[src/rtl/serial_pin_select_regs.vh]
// Register offsets, field positions, reset values for the serial pin selector
`ifndef SERIAL_PIN_SELECT_REGS_VH
`define SERIAL_PIN_SELECT_REGS_VH
`define SWAP_CTRL_OFFSET   12'hf57
`define SEL_CTRL_OFFSET    12'hfcb
`define SWAP_CTRL_RESET    8'h00
`define SEL_CTRL_RESET     8'h00
`define SWAP_CTRL_MASK     8'h03
`define SEL_CTRL_MASK      8'hd3
`define UNIT0_SWAP_BIT     0
`define UNIT1_SWAP_BIT     1
`define PAIR_LSB           0
`define PAIR_MSB           1
`define PIN_GROUP_BIT      4
`define TIMER_LSB          6
`define TIMER_MSB          7
`define MODE_ASYNC_TWI     2'h0
`define MODE_ASYNC_SYNC    2'h1
`define MODE_SYNC_TWI      2'h2
`define MODE_RESERVED      2'h3
`endif

[src/rtl/serial_route_decode.v]
// Combinational pin and interrupt routing for the serial selector
`timescale 1ns/1ps
`default_nettype none
`include "serial_pin_select_regs.vh"
module serial_route_decode (
    input  wire [7:0] sel_i,
    input  wire [1:0] swap_i,
    input  wire       async0_tx_i,
    input  wire       sync_out_i,
    input  wire       sync_clk_out_i,
    input  wire       twi_sda_out_i,
    input  wire       twi_scl_out_i,
    input  wire [2:0] p2_lo_i,
    input  wire [2:0] p2_hi_i,
    input  wire [2:0] pb_i,
    input  wire [1:0] p9_i,
    input  wire       async1_tx_i,
    input  wire       tx_irq_i,
    input  wire       rx_irq_i,
    input  wire       sync_irq_i,
    input  wire       twi_irq_i,
    output reg  [2:0] p2_lo_fn_o,
    output reg  [2:0] p2_lo_val_o,
    output reg  [2:0] p2_hi_fn_o,
    output reg  [2:0] p2_hi_val_o,
    output reg  [2:0] pb_fn_o,
    output reg  [2:0] pb_val_o,
    output reg  [1:0] p9_val_o,
    output reg        async0_rx_o,
    output reg        async1_rx_o,
    output reg        sync_in_o,
    output reg        twi_sda_in_o,
    output reg        twi_scl_in_o,
    output reg        latch7_o,
    output reg        latch6_o,
    output reg        latch15_o,
    output reg  [1:0] timer_src_o
);
    wire [1:0] mode  = sel_i[`PAIR_MSB:`PAIR_LSB];
    wire       grp   = sel_i[`PIN_GROUP_BIT];
    wire       sw0   = swap_i[`UNIT0_SWAP_BIT];
    reg  [2:0] grp_fn;
    reg  [2:0] grp_val;
    reg  [2:0] grp_in;

    // Route units onto pin groups and decode interrupt latches
    always @* begin
        grp_fn       = 3'h0;
        grp_val      = 3'h0;
        p2_hi_fn_o   = 3'h0;
        p2_hi_val_o  = 3'h0;
        async0_rx_o  = 1'b1;
        sync_in_o    = 1'b0;
        twi_sda_in_o = 1'b1;
        twi_scl_in_o = 1'b1;
        latch7_o     = 1'b0;
        latch6_o     = 1'b0;
        latch15_o    = 1'b0;
        grp_in       = grp ? pb_i : p2_lo_i;
        case (mode)
            `MODE_ASYNC_TWI, `MODE_ASYNC_SYNC: begin
                // Async unit0 on group: tx on first pin unless swapped
                grp_fn      = 3'b011;
                grp_val     = sw0 ? {1'b0, async0_tx_i, 1'b0} : {2'b00, async0_tx_i};
                async0_rx_o = sw0 ? grp_in[0] : grp_in[1];
                latch7_o    = tx_irq_i;
                latch6_o    = rx_irq_i;
                if (mode == `MODE_ASYNC_TWI) begin
                    p2_hi_fn_o   = 3'b011;
                    p2_hi_val_o  = {1'b0, twi_scl_out_i, twi_sda_out_i};
                    twi_sda_in_o = p2_hi_i[0];
                    twi_scl_in_o = p2_hi_i[1];
                    latch15_o    = twi_irq_i;
                end else begin
                    p2_hi_fn_o  = 3'b111;                           // Out, in, clock owned
                    p2_hi_val_o = {sync_clk_out_i, 1'b0, sync_out_i};
                    sync_in_o   = p2_hi_i[1];
                    latch15_o   = sync_irq_i;
                end
            end
            `MODE_SYNC_TWI: begin
                grp_fn       = 3'b111;                              // Out, in, clock owned
                grp_val      = {sync_clk_out_i, 1'b0, sync_out_i};
                sync_in_o    = grp_in[1];
                p2_hi_fn_o   = 3'b011;
                p2_hi_val_o  = {1'b0, twi_scl_out_i, twi_sda_out_i};
                twi_sda_in_o = p2_hi_i[0];
                twi_scl_in_o = p2_hi_i[1];
                latch6_o     = sync_irq_i;
                latch15_o    = twi_irq_i;
            end
            default: begin
                grp_fn = 3'h0;                                      // Reserved: all pins free
            end
        endcase
        // Unused group keeps port function
        p2_lo_fn_o  = grp ? 3'h0 : grp_fn;
        p2_lo_val_o = grp ? 3'h0 : grp_val;
        pb_fn_o     = grp ? grp_fn : 3'h0;
        pb_val_o    = grp ? grp_val : 3'h0;
        // Async unit1 on port 9 with optional swap
        p9_val_o    = swap_i[`UNIT1_SWAP_BIT] ? {async1_tx_i, 1'b0} : {1'b0, async1_tx_i};
        async1_rx_o = swap_i[`UNIT1_SWAP_BIT] ? p9_i[0] : p9_i[1];
        timer_src_o = sel_i[`TIMER_MSB:`TIMER_LSB];
    end
endmodule
`default_nettype wire

[src/rtl/serial_pin_interrupt_selector.v]
// Serial pin and interrupt selector with Wishbone register access
// Contract
// Two of three serial units are active at once, chosen by a two-bit pair field.
// Software picks the timer counter input pin with a two-bit field in the top bits.
// Pair 00 is async plus two-wire, 01 async plus sync, 10 sync plus two-wire, 11 reserved.
// Pin group 0 routes the async or sync signals to port 2 bits 0 to 2.
// Pin group 1 routes them to port B bits 4 to 6, sync as out, in, clock.
// Unit0 swap bit 0 puts receive on the second pin, 1 swaps the pins.
// Unit1 swap bit 0 receives on port 9 bit 1 and sends on bit 0, 1 swaps.
// Latches 7, 6 and 15 take the shared interrupt sources per mode.
// Software changes the selection only while units and timer are stopped.
// Software should clear the affected latch right after changing the selection.
// Software changes the swap register only while async units are stopped.
// Pins left unassigned stay ordinary port pins.
// In modes 00 and 10 two-wire data and clock use port 2 bits 3 and 4.
// In mode 01 sync out, in and clock use port 2 bits 3, 4 and 5.
// Timer field 00 selects port 7 bit 2; 11 is reserved.
//
// Decided for this implementation: the Wishbone register port.
`timescale 1ns/1ps
`default_nettype none
`include "serial_pin_select_regs.vh"
module serial_pin_interrupt_selector (
    input  wire        clk_i,
    input  wire        rst_i,
    input  wire        ce_i,
    // Wishbone classic slave
    input  wire        cyc_i,
    input  wire        stb_i,
    input  wire        we_i,
    input  wire [11:0] adr_i,
    input  wire [7:0]  dat_i,
    input  wire        sel_i,
    output reg  [7:0]  dat_o,
    output reg         ack_o,
    // Unit side, same clock
    input  wire        async0_tx_i,
    input  wire        async1_tx_i,
    input  wire        sync_out_i,
    input  wire        sync_clk_out_i,
    input  wire        twi_sda_out_i,
    input  wire        twi_scl_out_i,
    input  wire        tx_irq_i,
    input  wire        rx_irq_i,
    input  wire        sync_irq_i,
    input  wire        twi_irq_i,
    // Pins from outside
    input  wire [2:0]  p2_lo_pin_i,
    input  wire [2:0]  p2_hi_pin_i,
    input  wire [2:0]  pb_pin_i,
    input  wire [1:0]  p9_pin_i,
    // Routed results
    output reg  [2:0]  p2_lo_fn_o,
    output reg  [2:0]  p2_lo_val_o,
    output reg  [2:0]  p2_hi_fn_o,
    output reg  [2:0]  p2_hi_val_o,
    output reg  [2:0]  pb_fn_o,
    output reg  [2:0]  pb_val_o,
    output reg  [1:0]  p9_val_o,
    output reg         async0_rx_o,
    output reg         async1_rx_o,
    output reg         sync_in_o,
    output reg         twi_sda_in_o,
    output reg         twi_scl_in_o,
    output reg         latch7_o,
    output reg         latch6_o,
    output reg         latch15_o,
    output reg  [1:0]  timer_src_o
);
    //------------------------------------------------------------
    // Registers and synchronisers
    //------------------------------------------------------------
    reg  [7:0]  sel_ctrl_r;
    reg  [7:0]  swap_ctrl_r;
    reg  [10:0] pin_s1_r;
    reg  [10:0] pin_s2_r;
    wire        req = cyc_i & stb_i & ~ack_o;
    wire        wr_take  = cyc_i & stb_i & we_i & sel_i & ack_o;
    wire        hit_sel  = (adr_i == `SEL_CTRL_OFFSET);
    wire        hit_swap = (adr_i == `SWAP_CTRL_OFFSET);

    // Two-stage capture of pin levels
    always @(posedge clk_i) begin
        if (rst_i) begin
            pin_s1_r <= 11'h000;
            pin_s2_r <= 11'h000;
        end else if (ce_i) begin
            pin_s1_r <= {p9_pin_i, pb_pin_i, p2_hi_pin_i, p2_lo_pin_i};
            pin_s2_r <= pin_s1_r;
        end
    end

    //------------------------------------------------------------
    // Wishbone access, registered ack after one wait cycle
    //------------------------------------------------------------
    always @(posedge clk_i) begin
        if (rst_i) begin
            sel_ctrl_r  <= `SEL_CTRL_RESET;
            swap_ctrl_r <= `SWAP_CTRL_RESET;
            ack_o       <= 1'b0;
            dat_o       <= 8'h00;
        end else if (ce_i) begin
            ack_o <= req;
            if (req)
                dat_o <= hit_sel ? sel_ctrl_r : (hit_swap ? swap_ctrl_r : 8'h00);
            // Writes land at the edge where the master samples ack high
            if (wr_take && hit_sel)
                sel_ctrl_r <= dat_i & `SEL_CTRL_MASK;
            if (wr_take && hit_swap)
                swap_ctrl_r <= dat_i & `SWAP_CTRL_MASK;
        end
    end

    //------------------------------------------------------------
    // Routing
    //------------------------------------------------------------
    wire [2:0] p2lf, p2lv, p2hf, p2hv, pbf, pbv;
    wire [1:0] p9v, tsrc;
    wire       a0rx, a1rx, sin, sdai, scli, l7, l6, l15;

    serial_route_decode u_dec (
        .sel_i          (sel_ctrl_r),
        .swap_i         (swap_ctrl_r[1:0]),
        .async0_tx_i    (async0_tx_i),
        .sync_out_i     (sync_out_i),
        .sync_clk_out_i (sync_clk_out_i),
        .twi_sda_out_i  (twi_sda_out_i),
        .twi_scl_out_i  (twi_scl_out_i),
        .p2_lo_i        (pin_s2_r[2:0]),
        .p2_hi_i        (pin_s2_r[5:3]),
        .pb_i           (pin_s2_r[8:6]),
        .p9_i           (pin_s2_r[10:9]),
        .async1_tx_i    (async1_tx_i),
        .tx_irq_i       (tx_irq_i),
        .rx_irq_i       (rx_irq_i),
        .sync_irq_i     (sync_irq_i),
        .twi_irq_i      (twi_irq_i),
        .p2_lo_fn_o     (p2lf),
        .p2_lo_val_o    (p2lv),
        .p2_hi_fn_o     (p2hf),
        .p2_hi_val_o    (p2hv),
        .pb_fn_o        (pbf),
        .pb_val_o       (pbv),
        .p9_val_o       (p9v),
        .async0_rx_o    (a0rx),
        .async1_rx_o    (a1rx),
        .sync_in_o      (sin),
        .twi_sda_in_o   (sdai),
        .twi_scl_in_o   (scli),
        .latch7_o       (l7),
        .latch6_o       (l6),
        .latch15_o      (l15),
        .timer_src_o    (tsrc)
    );

    // Register every routed output
    always @(posedge clk_i) begin
        if (rst_i) begin
            p2_lo_fn_o   <= 3'h0;
            p2_lo_val_o  <= 3'h0;
            p2_hi_fn_o   <= 3'h0;
            p2_hi_val_o  <= 3'h0;
            pb_fn_o      <= 3'h0;
            pb_val_o     <= 3'h0;
            p9_val_o     <= 2'h0;
            async0_rx_o  <= 1'b1;
            async1_rx_o  <= 1'b1;
            sync_in_o    <= 1'b0;
            twi_sda_in_o <= 1'b1;
            twi_scl_in_o <= 1'b1;
            latch7_o     <= 1'b0;
            latch6_o     <= 1'b0;
            latch15_o    <= 1'b0;
            timer_src_o  <= 2'h0;
        end else if (ce_i) begin
            p2_lo_fn_o   <= p2lf;
            p2_lo_val_o  <= p2lv;
            p2_hi_fn_o   <= p2hf;
            p2_hi_val_o  <= p2hv;
            pb_fn_o      <= pbf;
            pb_val_o     <= pbv;
            p9_val_o     <= p9v;
            async0_rx_o  <= a0rx;
            async1_rx_o  <= a1rx;
            sync_in_o    <= sin;
            twi_sda_in_o <= sdai;
            twi_scl_in_o <= scli;
            latch7_o     <= l7;
            latch6_o     <= l6;
            latch15_o    <= l15;
            timer_src_o  <= tsrc;
        end
    end
endmodule
`default_nettype wire

[config.mk]
export PLATFORM = sky130hd
export DESIGN_NAME = serial_pin_interrupt_selector
export DESIGN_NICKNAME = d
export VERILOG_FILES = /design/src/rtl/serial_route_decode.v /design/src/rtl/serial_pin_interrupt_selector.v
export VERILOG_INCLUDE_DIRS = /design/src /design/src/rtl
export SDC_FILE = /design/constraint.sdc
export NUM_CORES = 1
export LEC_CHECK = 0
export BUFFER_PORTS_ARGS = -buffer_cell sky130_fd_sc_hd__buf_2
export CAP_MARGIN = 20
export CORE_MARGIN = 2
export CORE_UTILIZATION = 40
export DETAILED_ROUTE_END_ITERATION = 16
export PLACE_DENSITY = 0.65
export SLEW_MARGIN = 25
export SYNTH_ARGS = -nofsm -noshare
export SYNTH_HDL_FRONTEND = slang
export SYNTH_HIERARCHICAL = 1
export SYNTH_SLANG_ARGS = --single-unit
[constraint.sdc]
create_clock -name clk_i -period 1.7 [get_ports clk_i]
set_input_delay 0.34 -clock clk_i [delete_from_list [all_inputs] [get_ports clk_i]]
set_output_delay 0.34 -clock clk_i [all_outputs]
set_load 0.05 [all_outputs]
==> impl_metrics.env, run 1 <==
export IMPL_max_cap_violations=0
export IMPL_grt_max_degree=52
export IMPL_synth_to_layout_area_growth_pct=25.78
export IMPL_skew_ns=0.005422
export IMPL_finalWorstSetupSlack_ns=0.2529
export IMPL_post_layout_total_power_mw=3.338
export IMPL_crit_path_end_kind="flip-flop"
export IMPL_worst_path_max_fanout=2
export IMPL_cts_tree="built"
export IMPL_worst_r2r_cell_count=3
export IMPL_yosys_warnings=6
export IMPL_core_area_sq_mm=0.006277
export IMPL_reg2reg_to="async0_rx_o"
export IMPL_achievable_frequency_ghz=0.6911
export IMPL_hold_path_endpoint="pin_s1_r[3]"
export IMPL_routed_via_count=2026
export IMPL_drcViolationCount=0
export IMPL_clock_sinks=59
export IMPL_drt_pass1_iter_count=4
export IMPL_fillers=615
export IMPL_preCtsSetupSlack_ns=0.2548
export IMPL_portBuffers=77
export IMPL_dr_first_iter_drc_count=91
export IMPL_holdPathStages=3
export IMPL_clock_latency_ns=0.32
export IMPL_crit_reg2reg_launch="sel_ctrl_r[4]"
export IMPL_placementRows=29
export IMPL_ir_drop_v=0.0006401
export IMPL_cts_made_buffers=9
export IMPL_dieHeight_microns=83.96
export IMPL_startpoint_type="flip-flop"
export IMPL_leakage_nw=1.534
export IMPL_hold_path_startpoint="p2_hi_pin_i[0]"
export IMPL_floorplan_initialDensity=0.4074
export IMPL_timing_critical_path_arrival_ns=1.66
export IMPL_hpwlAfterDp_microns=3850
export IMPL_required_ns=1.92
export IMPL_routabilityCongestion=0.7154
export IMPL_grt_setup_unrepaired="false"
export IMPL_n_antenna_cell=0
export IMPL_drt_antenna_violating_nets=0
export IMPL_worst_setup_path_type="flip-flop to flip-flop"
export IMPL_cts_max_level=3
export IMPL_worst_setup_hold_path_clk_slew_ns=0.07
export IMPL_die_width_microns=83.96
export IMPL_run_status="finished clean"
export IMPL_final_layout_net_count=381
export IMPL_cts_path_max_buffers=2
export IMPL_post_cts_setup_buffer_count=0
export IMPL_die_area_sq_mm=0.007049
export IMPL_first_pass_grt_wire_length_microns=8894
export IMPL_grt_overflow_total=0
export IMPL_report_final_setup_viol=0
export IMPL_synth_cells=260
export IMPL_top_level_pins=87
export IMPL_regToRegSetupSlack_ns=0.25
export IMPL_grt_total_usage=0.1596
export IMPL_ctsRootBufferMaster="sky130_fd_sc_hd__clkbuf_8"
export IMPL_final_max_slew_violation_count=0
export IMPL_share_of_cells_above_drive_strength_1=0.3225
export IMPL_totalWireLength_microns=5432
export IMPL_mappedNetlistArea_sq_mm=0.002557
export IMPL_power_density_cell_area_mw_per_mm2=1038
export IMPL_min_period_over_period=0.8512
export IMPL_hold_buffers=0
export IMPL_grt_pass1_vias=1869
export IMPL_setup_total_neg_slack_ns=0
export IMPL_holdCritPathClass="input port to flip-flop"
export IMPL_final_hold_violations=0
export IMPL_layout_min_cycle_time_ns=1.447
export IMPL_post_synth_cell_area_avg_sq_um=9.836
export IMPL_initial_antenna_violation_count=0
export IMPL_postCtsResizedCells=0
export IMPL_wl_per_cell_microns=13.09
export IMPL_detail_route_vias_per_cell=4.882
metal layers:
layer | GRT usage | share of wire | up-vias
met5 | 0 | 0 | -
met4 | 0.07478 | 0.014 | 0
met3 | 0.05242 | 0.071 | 5
met2 | 0.2378 | 0.44 | 62
met1 | 0.2087 | 0.47 | 935
li1 | - | - | 1024
critical path: stages, from the launching register on:
cell,delay [ns]
sky130_fd_sc_hd__dfxtp_1,0.36
sky130_fd_sc_hd__mux4_2,0.49
sky130_fd_sc_hd__or2_1,0.21
sky130_fd_sc_hd__a211o_1,0.28
metrics by stage:
step | hold WS (ns) | std cells | area, sq um | util
after global placement | 0.4453 | 399 | 2975 | 0.4740
after global routing | 0.2469 | 415 | 3217 | 0.5125
after detailed placement | 0.4490 | 399 | 2975 | 0.4740
after CTS | 0.2340 | 415 | 3217 | 0.5125
final | 0.2461 | 415 | 3217 | 0.5125
after floorplan | 0.4516 | 262 | 2565 | -
placed cells by master, fill, tap and decap left out, types with 2 or more instances in the layout:
cell	n
sky130_fd_sc_hd__a211oi_1	2
sky130_fd_sc_hd__clkinv_2	2
sky130_fd_sc_hd__nand4b_1	3
sky130_fd_sc_hd__mux2i_1	47
sky130_fd_sc_hd__nand2b_1	11
sky130_fd_sc_hd__nor2_1	48
sky130_fd_sc_hd__inv_1	2
sky130_fd_sc_hd__a22o_1	3
sky130_fd_sc_hd__and3_1	2
sky130_fd_sc_hd__nor3b_1	2
sky130_fd_sc_hd__or2_2	3
sky130_fd_sc_hd__nor2b_1	9
sky130_fd_sc_hd__a21oi_1	6
sky130_fd_sc_hd__buf_4	6
sky130_fd_sc_hd__conb_1	3
sky130_fd_sc_hd__and2_1	5
sky130_fd_sc_hd__nor3_1	2
sky130_fd_sc_hd__nand2_1	6
sky130_fd_sc_hd__a211o_1	4
sky130_fd_sc_hd__o21ai_0	3
sky130_fd_sc_hd__bufinv_16	3
sky130_fd_sc_hd__buf_2	77
sky130_fd_sc_hd__dfxtp_1	59
sky130_fd_sc_hd__clkbuf_8	10
sky130_fd_sc_hd__nand3_1	5
sky130_fd_sc_hd__a32oi_1	2
power breakdown:
group / internal (mW) / switching [mW]
Clock: 1.01 / 0.526
Combinational: 0.131 / 0.222
Sequential: 1.43 / 0.0211
state kept, by name, indices dropped and copies added, names as in the netlist, 2 cells and up:
register	cells
dat_o	5
p2_lo_fn_o	3
p2_hi_fn_o	3
sel_ctrl_r	5
p2_hi_val_o	3
pin_s2_r	8
swap_ctrl_r	2
pb_fn_o	3
pin_s1_r	8
timer_src_o	2
pb_val_o	3
p2_lo_val_o	3
p9_val_o	2
worst max path at each step:
stage	from	endpoint	slack [ns]	cells past startpoint
floorplan	sel_ctrl_r[4]	async0_rx_o	0.22	3
global placement	sel_ctrl_r[4]	async0_rx_o	0.26	3
detailed placement	ce_i	sel_ctrl_r[0]	0.25	5
CTS	sel_ctrl_r[4]	async0_rx_o	0.25	3
global route	sel_ctrl_r[4]	async0_rx_o	0.18	3
finish	sel_ctrl_r[4]	async0_rx_o	0.25	3
area by class of cell:
cell class / count / area (sq um) / area share
clock buffers: 11 / 141.4 / 0.04395
inverters: 2 / 7.507 / 0.002334
flip-flops and latches: 59 / 1181 / 0.3672
multi-input cells: 177 / 1240 / 0.3855
repair buffers: 84 / 450.4 / 0.1400
well taps: 77 / 96.34 / 0.02995
clock inverters: 5 / 100.1 / 0.03112
(Power assumes the default switching activity.)
==> run 2: changes to the inputs <==
Settings changed: PLACE_DENSITY 0.65 to 0.68.
Clock period 1.7 ns to 1.15 ns, I/O delays scaled along.
==> run 2 against run 1 <==
  * The run now ends with setup timing left
  * Critical path depth unchanged
  * Flip-flop and latch count unchanged
  * Die area unchanged
  * Clock power up 38%
  * Global-route usage up 1.1 points
  * Register-to-register slack worse by 0.49 ns
  * Sequential share of layout area down 3.4 points
==> impl_metrics.env, run 2 (synthesis results as in run 1) <==
export IMPL_core_area_sq_mm=0.006277
export IMPL_die_area_sq_mm=0.007049
export IMPL_top_level_pins=87
export IMPL_required_ns=1.37
export IMPL_routed_via_count=2095
export IMPL_share_seq_of_total_power=0.440
export IMPL_clock_sinks=59
export IMPL_crit_reg2reg_launch="sel_ctrl_r[4]"
export IMPL_holdCritPathClass="input port to flip-flop"
export IMPL_cts_tree="built"
export IMPL_detailed_place_area_sq_mm=0.003161
export IMPL_hold_path_endpoint="pin_s1_r[9]"
export IMPL_final_layout_net_count=404
export IMPL_leakage_nw=1.663
export IMPL_initial_antenna_violation_count=0
export IMPL_grt_overflow_total=0
export IMPL_crit_path_end_kind="flip-flop"
export IMPL_layout_common_cells="sky130_fd_sc_hd__buf_4 (57), sky130_fd_sc_hd__dfxtp_1 (54), sky130_fd_sc_hd__mux2i_1 (47)"
export IMPL_n_antenna_cell=0
export IMPL_final_hold_violations=0
export IMPL_final_design_area_no_fill_sq_mm=0.003587
export IMPL_placementRows=29
export IMPL_cts_max_level=3
export IMPL_synth_to_layout_area_growth_pct=40.26
export IMPL_power_share_clock=0.438
export IMPL_ir_drop_v=0.001078
export IMPL_power_net_switching_mw=1.175
export IMPL_setup_total_neg_slack_ns=-0.2655
export IMPL_timing_hold_ws_ns=0.1373
export IMPL_ctsRootBufferMaster="sky130_fd_sc_hd__clkbuf_8"
export IMPL_violations_in_the_final_reports="setup timing"
export IMPL_routabilityCongestion=0.7510
export IMPL_run_status="complete, but fails checks"
export IMPL_hold_path_startpoint="p9_pin_i[0]"
export IMPL_worst_path_dominant_cell_family="multiplexers"
export IMPL_totalWireLength_microns=5844
export IMPL_achievable_frequency_ghz=0.7230
export IMPL_timing_critical_path_cells="mux4_2 -> or2_1 -> a211o_1"
export IMPL_worst_path_max_fanout=2
export IMPL_reg2reg_to="async0_rx_o"
export IMPL_hpwlAfterDp_microns=4266
export IMPL_startpoint_type="flip-flop"
export IMPL_power_switching_fraction=0.2415
export IMPL_critical_path_slowest_cell="sky130_fd_sc_hd__mux4_2"
export IMPL_grt_pass1_vias=2086
export IMPL_final_max_slew_violation_count=0
export IMPL_portBuffers=77
export IMPL_final_common_cell="sky130_fd_sc_hd__buf_4"
export IMPL_worst_r2r_cell_count=3
export IMPL_first_pass_grt_wire_length_microns=9528
export IMPL_report_final_setup_viol=3
export IMPL_floorplan_initialDensity=0.4074
export IMPL_detail_route_vias_per_cell=4.783
export IMPL_cell_internal_pwr_mw=3.691
export IMPL_dieHeight_microns=83.96
export IMPL_clock_latency_ns=0.33
export IMPL_worst_setup_hold_path_clk_slew_ns=0.07
export IMPL_worst_setup_path_type="flip-flop to flip-flop"
export IMPL_drcViolationCount=0
export IMPL_grt_max_degree=28
export IMPL_min_period_over_period=1.203
export IMPL_drt_pass1_iter_count=4
export IMPL_path_buf_inv=0
export IMPL_skew_ns=0.009931
export IMPL_wl_per_cell_microns=13.34
export IMPL_grt_setup_unrepaired="true"
export IMPL_drt_antenna_violating_nets=0
export IMPL_power_density_cell_area_mw_per_mm2=1357
export IMPL_timing_critical_path_arrival_ns=1.60
export IMPL_fillers=572
export IMPL_share_of_cells_above_drive_strength_1=0.4100
export IMPL_cts_made_buffers=9
export IMPL_layout_min_cycle_time_ns=1.383
export IMPL_timing_critical_path_slowest_cell_delay_ns=0.48
export IMPL_holdPathStages=3
export IMPL_die_width_microns=83.96
export IMPL_biggestRegsByFlops="pin_s1_r x8, pin_s2_r x8"
export IMPL_dr_first_iter_drc_count=62
export IMPL_grt_total_usage=0.1702
export IMPL_preCtsSetupSlack_ns=-0.2507
export IMPL_regToRegSetupSlack_ns=-0.23
export IMPL_max_cap_violations=0
export IMPL_power_frac_comb=0.122
export IMPL_finalWorstSetupSlack_ns=-0.2331
export IMPL_cts_path_max_buffers=2
[run 2: cell types whose count changed in the layout (fill, tap and decap cells not counted), moves of 3 or more]
cell                      previous run  this run
sky130_fd_sc_hd__buf_2              77        41
sky130_fd_sc_hd__buf_4               6        57
sky130_fd_sc_hd__buf_6               0         6
sky130_fd_sc_hd__dfxtp_1            59        54
sky130_fd_sc_hd__dfxtp_4             0         3
sky130_fd_sc_hd__o21ai_0             3         0
sky130_fd_sc_hd__o21ai_1             0         3
[run 2: what timing repair did]
action	in CTS	in global routing
pin swaps	5	9
setup buffers	1	0
setup endpoints to repair	52	21
hold buffers	0	0
gates resized for setup	49	17
[run 2: routing by layer]
metal	global-route usage	vias up	share of wire
li1	-	1064	-
met1	0.2163	960	0.46
met2	0.2691	60	0.47
met3	0.05737	11	0.060
met4	0.06158	0	0.015
met5	0	-	0
[run 2: worst reg2reg max path: stages, from the launching register on]
cell and delay, ns:
sky130_fd_sc_hd__dfxtp_2 0.34, sky130_fd_sc_hd__mux4_2 0.48, sky130_fd_sc_hd__or2_1 0.21, sky130_fd_sc_hd__a211o_1 0.24
[run 2: power by group through the flow]
| stage | registers (mW) | clock network [mW] | logic (mW) |
|---|---|---|---|
| finish | 2.14 | 2.13 | 0.592 |
| detailed placement | 2.19 | 0 | 0.558 |
| floorplan | 2.32 | 0 | 0.240 |
| CTS | 2.14 | 2.16 | 0.589 |
| global placement | 2.19 | 0 | 0.551 |
| global route | 2.15 | 2.26 | 0.635 |
[run 2: how the worst max path moves through the flow]
| stage | startpoint | end | slack (ns) | cells after the start |
|---|---|---|---|---|
| finish | sel_ctrl_r[4] | async0_rx_o | -0.23 | 3 |
| global route | sel_ctrl_r[4] | async0_rx_o | -0.26 | 3 |
| CTS | sel_ctrl_r[4] | async0_rx_o | -0.24 | 3 |
| detailed placement | sel_ctrl_r[4] | async0_rx_o | -0.25 | 3 |
| global placement | sel_ctrl_r[4] | async0_rx_o | -0.23 | 3 |
| floorplan | sel_ctrl_r[4] | async0_rx_o | -0.26 | 3 |
[run 2: per-stage QoR]
step / power [mW] / std cells / util
after floorplan: 2.561 / 262 / -
after global routing: 5.039 / 438 / 0.5715
after CTS: 4.896 / 438 / 0.5613
after global placement: 2.736 / 421 / 0.5035
after detailed placement: 2.746 / 421 / 0.5035
final: 4.867 / 438 / 0.5715
[run 2: cell type report]
type | count | area, sq um | area share
inverter | 2 | 7.507 | 0.002093
clock inverter | 4 | 72.57 | 0.02023
multi-input combinational | 177 | 1305 | 0.3638
timing repair buffer | 107 | 755.7 | 0.2107
tap | 77 | 96.34 | 0.02686
clock buffer | 12 | 155.1 | 0.04325
sequential | 59 | 1195 | 0.3331
